### config.mk
export PLATFORM = sky130hd
export DESIGN_NAME = serial_port
export DESIGN_NICKNAME = d
export VERILOG_FILES = /design/src/shared/ssp_pkg.sv /design/src/hw/bit_rate_divider.sv /design/src/hw/serial_port.sv /design/src/hw/word_fifo.sv
export SDC_FILE = /design/constraint.sdc
export NUM_CORES = 1
export LEC_CHECK = 0
export BUFFER_PORTS_ARGS = -buffer_cell sky130_fd_sc_hd__buf_4
export CAP_MARGIN = 20
export CORE_MARGIN = 2
export CORE_UTILIZATION = 50
export DETAILED_ROUTE_END_ITERATION = 10
export PLACE_DENSITY_LB_ADDON = 0.1
export SLEW_MARGIN = 40
export SYNTH_ARGS = -nofsm -noshare
export SYNTH_HDL_FRONTEND = slang
export SYNTH_SLANG_ARGS = --single-unit
### constraint.sdc
create_clock -name clk_i -period 5.1 [get_ports clk_i]
set_clock_uncertainty 0.15 [all_clocks]
set_input_delay 0.255 -clock clk_i [delete_from_list [all_inputs] [get_ports clk_i]]
set_output_delay 0.255 -clock clk_i [all_outputs]
set_load 0.02 [all_outputs]
### src/shared/ssp_pkg.sv
// Constants and types shared by the synchronous serial port design.
// Assumes a single system clock domain; pins are synchronised in the core.
package ssp_pkg;
    localparam int DATA_W = 16;
    localparam int FIFO_DEPTH = 8;
    localparam int PTR_W = 3;
    localparam int LVL_W = 4;
    localparam logic [LVL_W-1:0] FIFO_FULL = 4'h8;
    localparam logic [LVL_W-1:0] SERVICE_LEVEL = 4'h4;
    localparam logic [1:0] FMT_SPI = 2'h0;
    localparam logic [1:0] FMT_PULSED = 2'h1;
    localparam logic [1:0] FMT_HALF = 2'h2;
    localparam logic [4:0] CTRL_MSG_BITS = 5'h08;
    localparam logic [4:0] TURN_BITS = 5'h01;
    localparam logic [4:0] PULSED_RX_FIRST = 5'h01;
    localparam logic [5:0] RX_TIMEOUT_BITS = 6'h20;
    localparam int INT_TX = 0;
    localparam int INT_RX = 1;
    localparam int INT_TO = 2;
    localparam int INT_OV = 3;

    typedef enum logic [3:0] {
        ST_IDLE = 4'h1,
        ST_LEAD = 4'h2,
        ST_BITS = 4'h4,
        ST_TRAIL = 4'h8
    } state_t;

    typedef struct packed {
        logic enable;
        logic master;
        logic loopback;
        logic [1:0] format;
        logic clock_polarity_bit;
        logic clock_phase_bit;
        logic [3:0] size_m1;
        logic [7:0] clock_prescale_divisor;
        logic [7:0] serial_clock_rate;
        logic [3:0] mask;
    } cfg_t;

    typedef struct packed {
        logic serial_clock_pin;
        logic serial_clock_pin_oe_n;
        logic frame_select_pin;
        logic frame_select_pin_oe_n;
        logic transmit_data_pin;
        logic transmit_data_pin_oe_n;
    } pins_t;

    typedef struct packed {
        logic [FIFO_DEPTH-1:0][DATA_W-1:0] mem;
        logic [PTR_W-1:0] wr_ptr;
        logic [PTR_W-1:0] rd_ptr;
        logic [LVL_W-1:0] count;
        logic [DATA_W-1:0] head;
    } fifo_state_t;

    typedef struct packed {
        logic [6:0] pre;
        logic [7:0] cnt;
        logic tick;
    } div_state_t;

    typedef struct packed {
        state_t st;
        logic [4:0] bit_idx;
        logic half;
        logic trail;
        logic [DATA_W-1:0] tx_sh;
        logic [DATA_W-1:0] rx_sh;
        logic [2:0] sync1;
        logic [2:0] sync2;
        logic sclk_prev;
        logic fss_prev;
        logic period;
        logic [5:0] to_cnt;
        pins_t pins;
        logic [3:0] raw;
        logic [3:0] masked;
        logic irq;
    } core_t;

    localparam pins_t PINS_RESET = 6'h1d;
    localparam fifo_state_t FIFO_RESET = '0;
    localparam div_state_t DIV_RESET = '0;
    localparam core_t CORE_RESET = '{st: ST_IDLE, pins: PINS_RESET,
        sync2: 3'h2, sync1: 3'h2, fss_prev: 1'b1, default: '0};
endpackage : ssp_pkg

### src/hw/bit_rate_divider.sv
// Half bit period enable from the even prescale and the clock rate value.
// Assumes the settings are held steady while a frame is in progress.
`timescale 1ns/10ps
`default_nettype none
module bit_rate_divider import ssp_pkg::*; (
    input wire logic clk_i,
    input wire logic sys_rst_i,
    input wire logic [7:0] clock_prescale_divisor_i,
    input wire logic [7:0] serial_clock_rate_i,
    output logic half_tick_o
);
    div_state_t s;
    div_state_t n;
    logic [6:0] half_pre;

    always_comb begin
        n = s;
        n.tick = 1'b0;
        half_pre = clock_prescale_divisor_i[7:1];
        if (half_pre == 7'h00) begin
            half_pre = 7'h01;
        end
        if (s.pre >= half_pre - 7'h01) begin
            n.pre = 7'h00;
            if (s.cnt >= serial_clock_rate_i) begin
                n.cnt = 8'h00;
                n.tick = 1'b1;
            end else begin
                n.cnt = s.cnt + 8'h01;
            end
        end else begin
            n.pre = s.pre + 7'h01;
        end
    end

    always_ff @(posedge clk_i) begin
        if (sys_rst_i) begin
            s <= DIV_RESET;
        end else begin
            s <= n;
        end
    end

    assign half_tick_o = s.tick;
endmodule : bit_rate_divider
`default_nettype wire

### src/hw/serial_port.sv
// Synchronous serial port core: framing engine, pin drive and status.
// Assumes configuration and CPU strobes come from logic on clk_i.
`timescale 1ns/10ps
`default_nettype none
// Summary of operation
// - System clock is first divided by an even prescale from 2 to 254.
// - Then divided by one plus the rate value, 1 to 256.
// - System clock must be 2x serial clock as master, 12x as slave.
// - Each CPU data write pushes one word into an 8x16 transmit store.
// - Received words enter an 8x16 receive store; each CPU read pops one.
// - Four conditions: transmit service, receive service, timeout, overrun.
// - All enabled conditions are ORed onto one interrupt line.
// - Each condition has a mask bit; one enables it.
// - Raw and masked state of every condition are both readable.
// - Words of 4 to 16 bits are shifted most significant bit first.
// - Serial clock idles inactive and toggles during a word, plus one period after it in pulsed format.
// - Idle serial clock with data still received raises the timeout.
// - In SPI and half-duplex formats frame select is low all frame.
// - Pulsed format: frame sync high one period from a rising edge.
// - Pulsed format: outputs change on rising, inputs sampled on falling.
// - Pulsed format idle: clock and sync low, transmit data released.
// - Pulsed format: sync pulse, load head word, MSB on next rise.
// - Pulsed format: received word stored on first rise after LSB as master, on the LSB falling edge as slave.
// - Half-duplex: 8-bit message out, nothing received, then reply.
// - SPI polarity clear idles clock low; set idles clock high.
// - SPI phase clear samples on first edge; set on second edge.
// - SPI phase clear: frame select raised between consecutive words.
// - SPI phase set: frame select held low between consecutive words.
// - Internal loopback test mode besides master or slave operation.
module serial_port import ssp_pkg::*; (
    input wire logic clk_i,
    input wire logic sys_rst_i,
    input wire cfg_t cfg_i,
    input wire logic tx_wr_i,
    input wire logic [DATA_W-1:0] tx_data_i,
    input wire logic rx_rd_i,
    input wire logic clear_timeout_i,
    input wire logic clear_overrun_i,
    input wire logic serial_clock_pin_i,
    input wire logic frame_select_pin_i,
    input wire logic receive_data_pin_i,
    output pins_t pins_o,
    output logic [DATA_W-1:0] rx_data_o,
    output logic [LVL_W-1:0] tx_level_o,
    output logic [LVL_W-1:0] rx_level_o,
    output logic [3:0] raw_status_o,
    output logic [3:0] masked_status_o,
    output logic irq_o
);
    core_t s;
    core_t n;
    logic half_tick;
    logic tick;
    logic tx_pop;
    logic rx_push;
    logic [DATA_W-1:0] rx_word;
    logic [DATA_W-1:0] tx_head;
    logic [LVL_W-1:0] tx_level;
    logic [LVL_W-1:0] rx_level;
    logic pulsed;
    logic halfdup;
    logic late;
    logic rxd;
    logic slave_start;
    logic [4:0] width;
    logic [4:0] total;
    logic [4:0] first_rx;
    logic [4:0] first_tx;

    function automatic pins_t idle_pins(input cfg_t c);
        pins_t p;
        p.serial_clock_pin = (c.format == FMT_SPI) && c.clock_polarity_bit;
        p.serial_clock_pin_oe_n = !c.master;
        p.frame_select_pin = (c.format != FMT_PULSED);
        p.frame_select_pin_oe_n = !c.master;
        p.transmit_data_pin = 1'b0;
        p.transmit_data_pin_oe_n = 1'b1;
        return p;
    endfunction : idle_pins

    function automatic logic [DATA_W-1:0] load_word(
        input logic [DATA_W-1:0] d, input cfg_t c);
        if (c.format == FMT_HALF) begin
            return {d[7:0], 8'h00};
        end
        return d << (4'hf - c.size_m1);
    endfunction : load_word

    bit_rate_divider divider (
        .clk_i(clk_i),
        .sys_rst_i(sys_rst_i),
        .clock_prescale_divisor_i(cfg_i.clock_prescale_divisor),
        .serial_clock_rate_i(cfg_i.serial_clock_rate),
        .half_tick_o(half_tick)
    );

    word_fifo tx_fifo (
        .clk_i(clk_i),
        .sys_rst_i(sys_rst_i),
        .wr_i(tx_wr_i),
        .wr_data_i(tx_data_i),
        .rd_i(tx_pop),
        .head_o(tx_head),
        .count_o(tx_level)
    );

    word_fifo rx_fifo (
        .clk_i(clk_i),
        .sys_rst_i(sys_rst_i),
        .wr_i(rx_push),
        .wr_data_i(rx_word),
        .rd_i(rx_rd_i),
        .head_o(rx_data_o),
        .count_o(rx_level)
    );

    always_comb begin
        n = s;
        tx_pop = 1'b0;
        rx_push = 1'b0;
        n.sync1 = {serial_clock_pin_i, frame_select_pin_i, receive_data_pin_i};
        n.sync2 = s.sync1;
        n.sclk_prev = s.sync2[2];
        n.fss_prev = s.sync2[1];
        if (half_tick) begin
            n.period = !s.period;
        end
        pulsed = (cfg_i.format == FMT_PULSED);
        halfdup = (cfg_i.format == FMT_HALF);
        // pulsed and SPI phase set sample on the second edge.
        late = pulsed || (!halfdup && cfg_i.clock_phase_bit);
        rxd = cfg_i.loopback ? s.pins.transmit_data_pin : s.sync2[0];
        // slave edges come from the synchronised pin.
        tick = cfg_i.master ? half_tick : (s.sync2[2] != s.sclk_prev);
        width = {1'b0, cfg_i.size_m1} + 5'h01;
        total = width;
        first_rx = 5'h00;
        first_tx = 5'h00;
        if (halfdup) begin
            total = CTRL_MSG_BITS + TURN_BITS + width;
            first_rx = CTRL_MSG_BITS + TURN_BITS;
        end else if (pulsed) begin
            total = width + PULSED_RX_FIRST;
            first_rx = PULSED_RX_FIRST;
            first_tx = PULSED_RX_FIRST;
        end
        if (pulsed) begin
            slave_start = tick && s.sync2[2] && s.sync2[1];
        end else begin
            slave_start = !s.sync2[1] && (s.fss_prev || cfg_i.clock_phase_bit);
        end
        case (s.st)
            ST_IDLE: begin
                n.pins = idle_pins(cfg_i);
                n.bit_idx = 5'h00;
                n.half = 1'b0;
                n.trail = 1'b0;
                // start once the head holds data.
                if (cfg_i.enable && cfg_i.master && tx_level != '0) begin
                    n.tx_sh = load_word(tx_head, cfg_i);
                    tx_pop = 1'b1;
                    n.pins.transmit_data_pin_oe_n = 1'b0;
                    if (pulsed) begin
                        n.st = ST_BITS;
                    end else begin
                        n.pins.frame_select_pin = 1'b0;
                        n.st = ST_LEAD;
                    end
                end else if (cfg_i.enable && !cfg_i.master && slave_start) begin
                    n.tx_sh = (tx_level != '0) ? load_word(tx_head, cfg_i) : '0;
                    tx_pop = (tx_level != '0);
                    n.pins.transmit_data_pin_oe_n = 1'b0;
                    n.half = pulsed;
                    n.st = ST_BITS;
                end
            end
            ST_LEAD: begin
                if (tick) begin
                    n.st = ST_BITS;
                end
            end
            ST_BITS: begin
                if (!cfg_i.master && !pulsed && s.sync2[1]) begin
                    n.st = ST_IDLE;
                end else if (tick) begin
                    // clock toggles within a word, and for one period past it in pulsed format.
                    if (cfg_i.master) begin
                        n.pins.serial_clock_pin = !s.pins.serial_clock_pin;
                    end
                    if (!s.half) begin
                        n.half = 1'b1;
                        if (late) begin
                            // outputs change on the leading edge.
                            if (s.bit_idx > first_tx) begin
                                n.tx_sh = s.tx_sh << 1;
                            end
                            if (pulsed && cfg_i.master) begin
                                n.pins.frame_select_pin = (s.bit_idx == 5'h00);
                            end
                        end else if (s.bit_idx >= first_rx) begin
                            n.rx_sh = {s.rx_sh[DATA_W-2:0], rxd};
                        end
                    end else begin
                        n.half = 1'b0;
                        n.bit_idx = s.bit_idx + 5'h01;
                        if (!late) begin
                            n.tx_sh = s.tx_sh << 1;
                        end else if (s.bit_idx >= first_rx) begin
                            n.rx_sh = {s.rx_sh[DATA_W-2:0], rxd};
                        end
                        if (s.bit_idx == total - 5'h01) begin
                            n.st = cfg_i.master ? ST_TRAIL : ST_IDLE;
                            rx_push = !(pulsed && cfg_i.master);
                        end
                    end
                end
            end
            ST_TRAIL: begin
                if (tick) begin
                    if (pulsed) begin
                        n.pins.serial_clock_pin = !s.pins.serial_clock_pin;
                    end
                    // store on the rise after the LSB.
                    if (pulsed && !s.trail) begin
                        rx_push = 1'b1;
                    end
                    if (s.trail || !late) begin
                        // select stays low for the next word.
                        if (!pulsed && !halfdup && cfg_i.clock_phase_bit
                            && tx_level != '0) begin
                            n.tx_sh = load_word(tx_head, cfg_i);
                            tx_pop = 1'b1;
                            n.bit_idx = 5'h00;
                            n.half = 1'b0;
                            n.trail = 1'b0;
                            n.st = ST_LEAD;
                        end else begin
                            // select returns to its idle level after the word, high except in pulsed format.
                            n.pins = idle_pins(cfg_i);
                            n.st = ST_IDLE;
                        end
                    end else begin
                        n.trail = 1'b1;
                    end
                end
            end
            default: begin
                n.st = ST_IDLE;
            end
        endcase
        if (!cfg_i.enable) begin
            n.pins = idle_pins(cfg_i);
            n.st = ST_IDLE;
            tx_pop = 1'b0;
            rx_push = 1'b0;
        end
        if (n.st != ST_IDLE) begin
            n.pins.transmit_data_pin = n.tx_sh[DATA_W-1];
        end
        rx_word = n.rx_sh & (16'hffff >> (4'hf - cfg_i.size_m1));
        // restart on activity, read or empty store.
        if (s.st != ST_IDLE || rx_rd_i || rx_level == '0) begin
            n.to_cnt = 6'h00;
        end else if (half_tick && s.period && s.to_cnt != RX_TIMEOUT_BITS) begin
            n.to_cnt = s.to_cnt + 6'h01;
        end
        n.raw[INT_TX] = (tx_level <= SERVICE_LEVEL);
        n.raw[INT_RX] = (rx_level >= SERVICE_LEVEL);
        if (clear_timeout_i) begin
            n.raw[INT_TO] = 1'b0;
        end
        // timeout sets and wins over a clear.
        if (s.to_cnt != RX_TIMEOUT_BITS && n.to_cnt == RX_TIMEOUT_BITS) begin
            n.raw[INT_TO] = 1'b1;
        end
        if (clear_overrun_i) begin
            n.raw[INT_OV] = 1'b0;
        end
        // overrun on a push into a full store.
        if (rx_push && rx_level == FIFO_FULL) begin
            n.raw[INT_OV] = 1'b1;
        end
        n.masked = n.raw & cfg_i.mask;
        n.irq = |n.masked;
    end

    always_ff @(posedge clk_i) begin
        if (sys_rst_i) begin
            s <= CORE_RESET;
        end else begin
            s <= n;
        end
    end

    assign pins_o = s.pins;
    assign tx_level_o = tx_level;
    assign rx_level_o = rx_level;
    assign raw_status_o = s.raw;
    assign masked_status_o = s.masked;
    assign irq_o = s.irq;
endmodule : serial_port
`default_nettype wire

### src/hw/word_fifo.sv
// Eight-word by sixteen-bit first-in first-out store with a registered head.
// Assumes writes to a full store and reads of an empty one are dropped.
`timescale 1ns/10ps
`default_nettype none
module word_fifo import ssp_pkg::*; (
    input wire logic clk_i,
    input wire logic sys_rst_i,
    input wire logic wr_i,
    input wire logic [DATA_W-1:0] wr_data_i,
    input wire logic rd_i,
    output logic [DATA_W-1:0] head_o,
    output logic [LVL_W-1:0] count_o
);
    fifo_state_t s;
    fifo_state_t n;
    logic wr_ok;
    logic rd_ok;

    always_comb begin
        n = s;
        wr_ok = wr_i && (s.count != FIFO_FULL);
        rd_ok = rd_i && (s.count != '0);
        if (wr_ok) begin
            n.mem[s.wr_ptr] = wr_data_i;
            n.wr_ptr = s.wr_ptr + 3'h1;
        end
        if (rd_ok) begin
            n.rd_ptr = s.rd_ptr + 3'h1;
        end
        n.count = s.count + {3'h0, wr_ok} - {3'h0, rd_ok};
        n.head = n.mem[n.rd_ptr];
    end

    always_ff @(posedge clk_i) begin
        if (sys_rst_i) begin
            s <= FIFO_RESET;
        end else begin
            s <= n;
        end
    end

    assign head_o = s.head;
    assign count_o = s.count;
endmodule : word_fifo
`default_nettype wire

==> results.py <==
metrics = {
    "global_routing": {
        "grt_max_degree": 110,
        "grt_pass1_vias": 18900,
        "antenna_found_initial": 3,
        "use_met2": 0.453,
        "grt_pass1_wl_um": 100000,
        "overflow": 0,
        "grt_usage": 0.280,
        "grt_most_used_layer": "met2",
        "met3_usage": 0.0404,
        "grtUsageMet1": 0.380,
    },
    "cts": {
        "ctsResizeCount": 0,
        "cts.htree.levels": 2,
        "numCtsBuffers": 44,
        "cts.sinks": 396,
        "holdBufCountCts": 33,
        "clk_pin_slew_ns": 0.06,
        "cts_tree": "built",
        "clock_path_buffers": 3,
        "clock-root-buffer": "clkbuf_16",
        "clock_latency_ns": 0.58,
        "postCtsSetupRepairBufs": 0,
    },
    "sta": {
        "setup_viol": 0,
        "max_freq_mhz": 210,
        "fin_ws_ns": 0.330,
        "tightest_slew_ns": 0.804,
        "setup-tns-final_ns": 0,
        "rsz0062_at_grt": "no",
        "finalCriticalPeriod_ns": 4.77,
        "finalCritPeriodShare": 0.935,
        "slew-limit-headroom": 0.458,
        "hold_viol": 0,
        "slew_viol_final": 0,
    },
    "worst_setup_path": {
        "critPathKind": "input pin to register",
        "crit_buf_inv": 5,
        "crit_arrival_ns": 5.04,
        "crit_top_cell": "buf_4",
        "required_ns": 5.37,
        "cp-start-kind": "input pin",
        "regToRegEndpoint": "rx_fifo.head_o[13]",
        "crit_path_max_incr_delay_ns": 0.63,
        "path_cells": "dlygate4sd3_1 -> buf_4 -> clkinv_1 -> ha_1 -> nand3b_1 -> mux2i_1 -> xnor3_1 -> xnor2_1 -> or4_1 -> buf_4 -> o31ai_4 -> buf_4 -> mux2i_1 -> o22ai_1 -> nor2_1 -> nand3_1",
        "cp_slowest_cell": "o31ai_4",
        "reg2reg_depth": 11,
        "cp-end-kind": "register",
        "cp_max_fo": 32,
        "r2r_slack_ns": 0.85,
        "r2r-start": "s[71]",
        "cp_top_family": "buffers and inverters",
    },
    "place": {
        "hpwl_um": 40100,
        "port-buffer-count": 93,
        "globalplace.congestion": 0.873,
        "pre_cts_slack_ns": 0.365,
        "dp_cells": 3129,
        "post_dp_cell_area_um2": 22300,
    },
    "floorplan": {
        "die_y_um": 211,
        "num_rows": 75,
        "start_util": 0.509,
        "fp.coreArea_um2": 42200,
        "die_width_um": 211,
        "io_pins": 95,
        "fp.dieArea_um2": 44700,
    },
    "route": {
        "avgViaCountPerCell": 6.15,
        "firstDrtPassIters": 8,
        "wire_per_inst_um": 19.4,
        "wl_um": 63000,
        "ant_nets": 0,
        "vias": 19900,
        "first_iter_violations": 2035,
        "drc": 0,
    },
    "outcome": {
        "status": "complete, no violations",
    },
    "min_path": {
        "whs_path_depth": 6,
        "hp-class": "input pin to register",
        "hold_start": "cfg_i[11]",
        "hold_end": "divider.s[2]",
    },
    "job": {
        "maxCapViolCount": 0,
    },
    "power_and_ir_drop": {
        "peakVddDrop_mv": 0.233,
        "power.density_nw_per_um2": 369,
        "power_leakage_nw": 8.86,
    },
    "synth": {
        "synth-seq-cells": 396,
        "synth.cell_area_um2": 21500,
        "synth-async-reset-ratio": 0,
        "yosysWarnings": 0,
        "synthCells": 2693,
        "avgSynthCellArea_um2": 7.98,
        "synth_cell_types": 76,
        "ys.flop_type": "dfxtp_1",
        "synth_fp_nets": 2803,
        "ys_seq_area_frac": 0.369,
        "synth_edf_count": 0,
    },
    "cells_and_area": {
        "stdcell_area_um2": 24100,
        "layout.nets": 2779,
        "instances_no_fill": 3242,
        "area_delta_synth_final_pct": 12.3,
        "drive_gt1_frac": 0.112,
    },
}
-- metal layers --
| layer | up-vias | share of wire |
|---|---|---|
| met5 | - | 0.00024 |
| met1 | 9569 | 0.44 |
| met2 | 717 | 0.46 |
| met3 | 154 | 0.073 |
| li1 | 9498 | - |
| met4 | 2 | 0.029 |
-- report_power, final --
group	switching [mW]	total, mW	internal [mW]
Clock	1.32	3.25	1.93
Combinational	1.45	2.26	0.802
Sequential	0.156	3.40	3.25
-- registers in the layout (all words and copies together), names as in the netlist --
name	count
rx_fifo.s	134
masked_status_o	4
tx_fifo.s	134
raw_status_o	4
divider.half_tick_o	1
irq_o	1
rx_fifo.count_o	4
pins_o	5
s	53
n	5
tx_fifo.head_o	16
divider.s	15
tx_fifo.count_o	4
rx_fifo.head_o	16
-- cells by family after synthesis --
| kind of cell | count (synthesis) | share of synthesized area |
|---|---|---|
| xor gates and xnor gates | 57 | 0.0242 |
| AOI/OAI and AO/OA | 698 | 0.211 |
| adders and majority gates | 54 | 0.0321 |
| and+or+nand+nor | 984 | 0.198 |
| muxes | 191 | 0.101 |
| DFF | 396 | 0.369 |
| buffers and inverters | 313 | 0.0636 |
-- worst reg2reg max path, delay by kind of cell (launching register included) --
| kind | cells | cell delay [ns] |
|---|---|---|
| multiplexers | 1 | 0.37 |
| AND/OR/NAND/NOR | 5 | 1.86 |
| AO/OA/AOI/OAI | 3 | 0.71 |
| flip-flops | 1 | 0.44 |
| buffers and inverters | 2 | 0.61 |
-- cells in the mapped netlist (33+ instances only) --
cell / number / area (um2)
dfxtp_1: 396 / 7930
nand2_1: 377 / 1420
nor2_1: 352 / 1320
a21oi_1: 233 / 1170
clkbuf_1: 192 / 721
mux2i_1: 140 / 1400
o21ai_0: 96 / 480
nand3_1: 69 / 345
o22ai_1: 66 / 413
a31oi_1: 53 / 332
ha_1: 52 / 651
a221oi_1: 49 / 429
a311oi_1: 49 / 429
inv_1: 48 / 180
buf_4: 44 / 330
nor2b_1: 41 / 257
nor3_1: 35 / 175
o211ai_1: 33 / 248
-- area by class of cell --
cell class | count | area, um2
Sequential cell | 396 | 7930
Timing Repair Buffer | 189 | 1550
Fill cell | 3853 | 18100
Clock buffer | 63 | 1270
Tap cell | 539 | 674
Antenna cell | 2 | 5.00
Inverter | 54 | 204
Clock inverter | 15 | 185
Multi-Input combinational cell | 1984 | 12300
-- worst max path at each step --
stage	startpoint	cells past startpoint	end
final	cfg_i[22]	16	rx_fifo.head_o[6]
after detailed placement	cfg_i[21]	16	rx_fifo.head_o[13]
after global routing	cfg_i[22]	16	rx_fifo.head_o[3]
after floorplan	cfg_i[20]	15	rx_fifo.head_o[9]
after global placement	cfg_i[22]	15	rx_fifo.head_o[5]
after CTS	cfg_i[21]	17	rx_fifo.head_o[13]
-- per-stage QoR --
step                      total power [mW]  utilization  hold slack, ns
final                                 8.91        0.571          0.0764
after global routing                  9.34        0.571           0.116
after CTS                             8.94        0.571          0.0602
after detailed placement              5.67        0.529           0.247
after global placement                5.60        0.528           0.248
after floorplan                       5.04            -           0.209
-- cell usage in the layout, fill, tap and decap left out, drive strengths merged, types with 10 or more instances in the layout --
cell,n
a21oi,233
a221oi,49
o21ai,101
a311oi,49
a22oi,12
and3,10
nand2,377
a21o,19
nor2b,41
mux2i,140
mux4,18
dfxtp,396
xnor2,31
clkbuf,63
nand3,69
dlygate4sd3,33
nand4,13
nor2,353
xor2,25
o22ai,66
a31oi,53
a211oi,24
a222oi,19
clkinv,12
and2,13
mux2,33
ha,52
nand2b,20
inv,49
nor3,36
buf,156
or2,11
o211ai,33
Note: power is estimated with default switching activity, not from simulation.
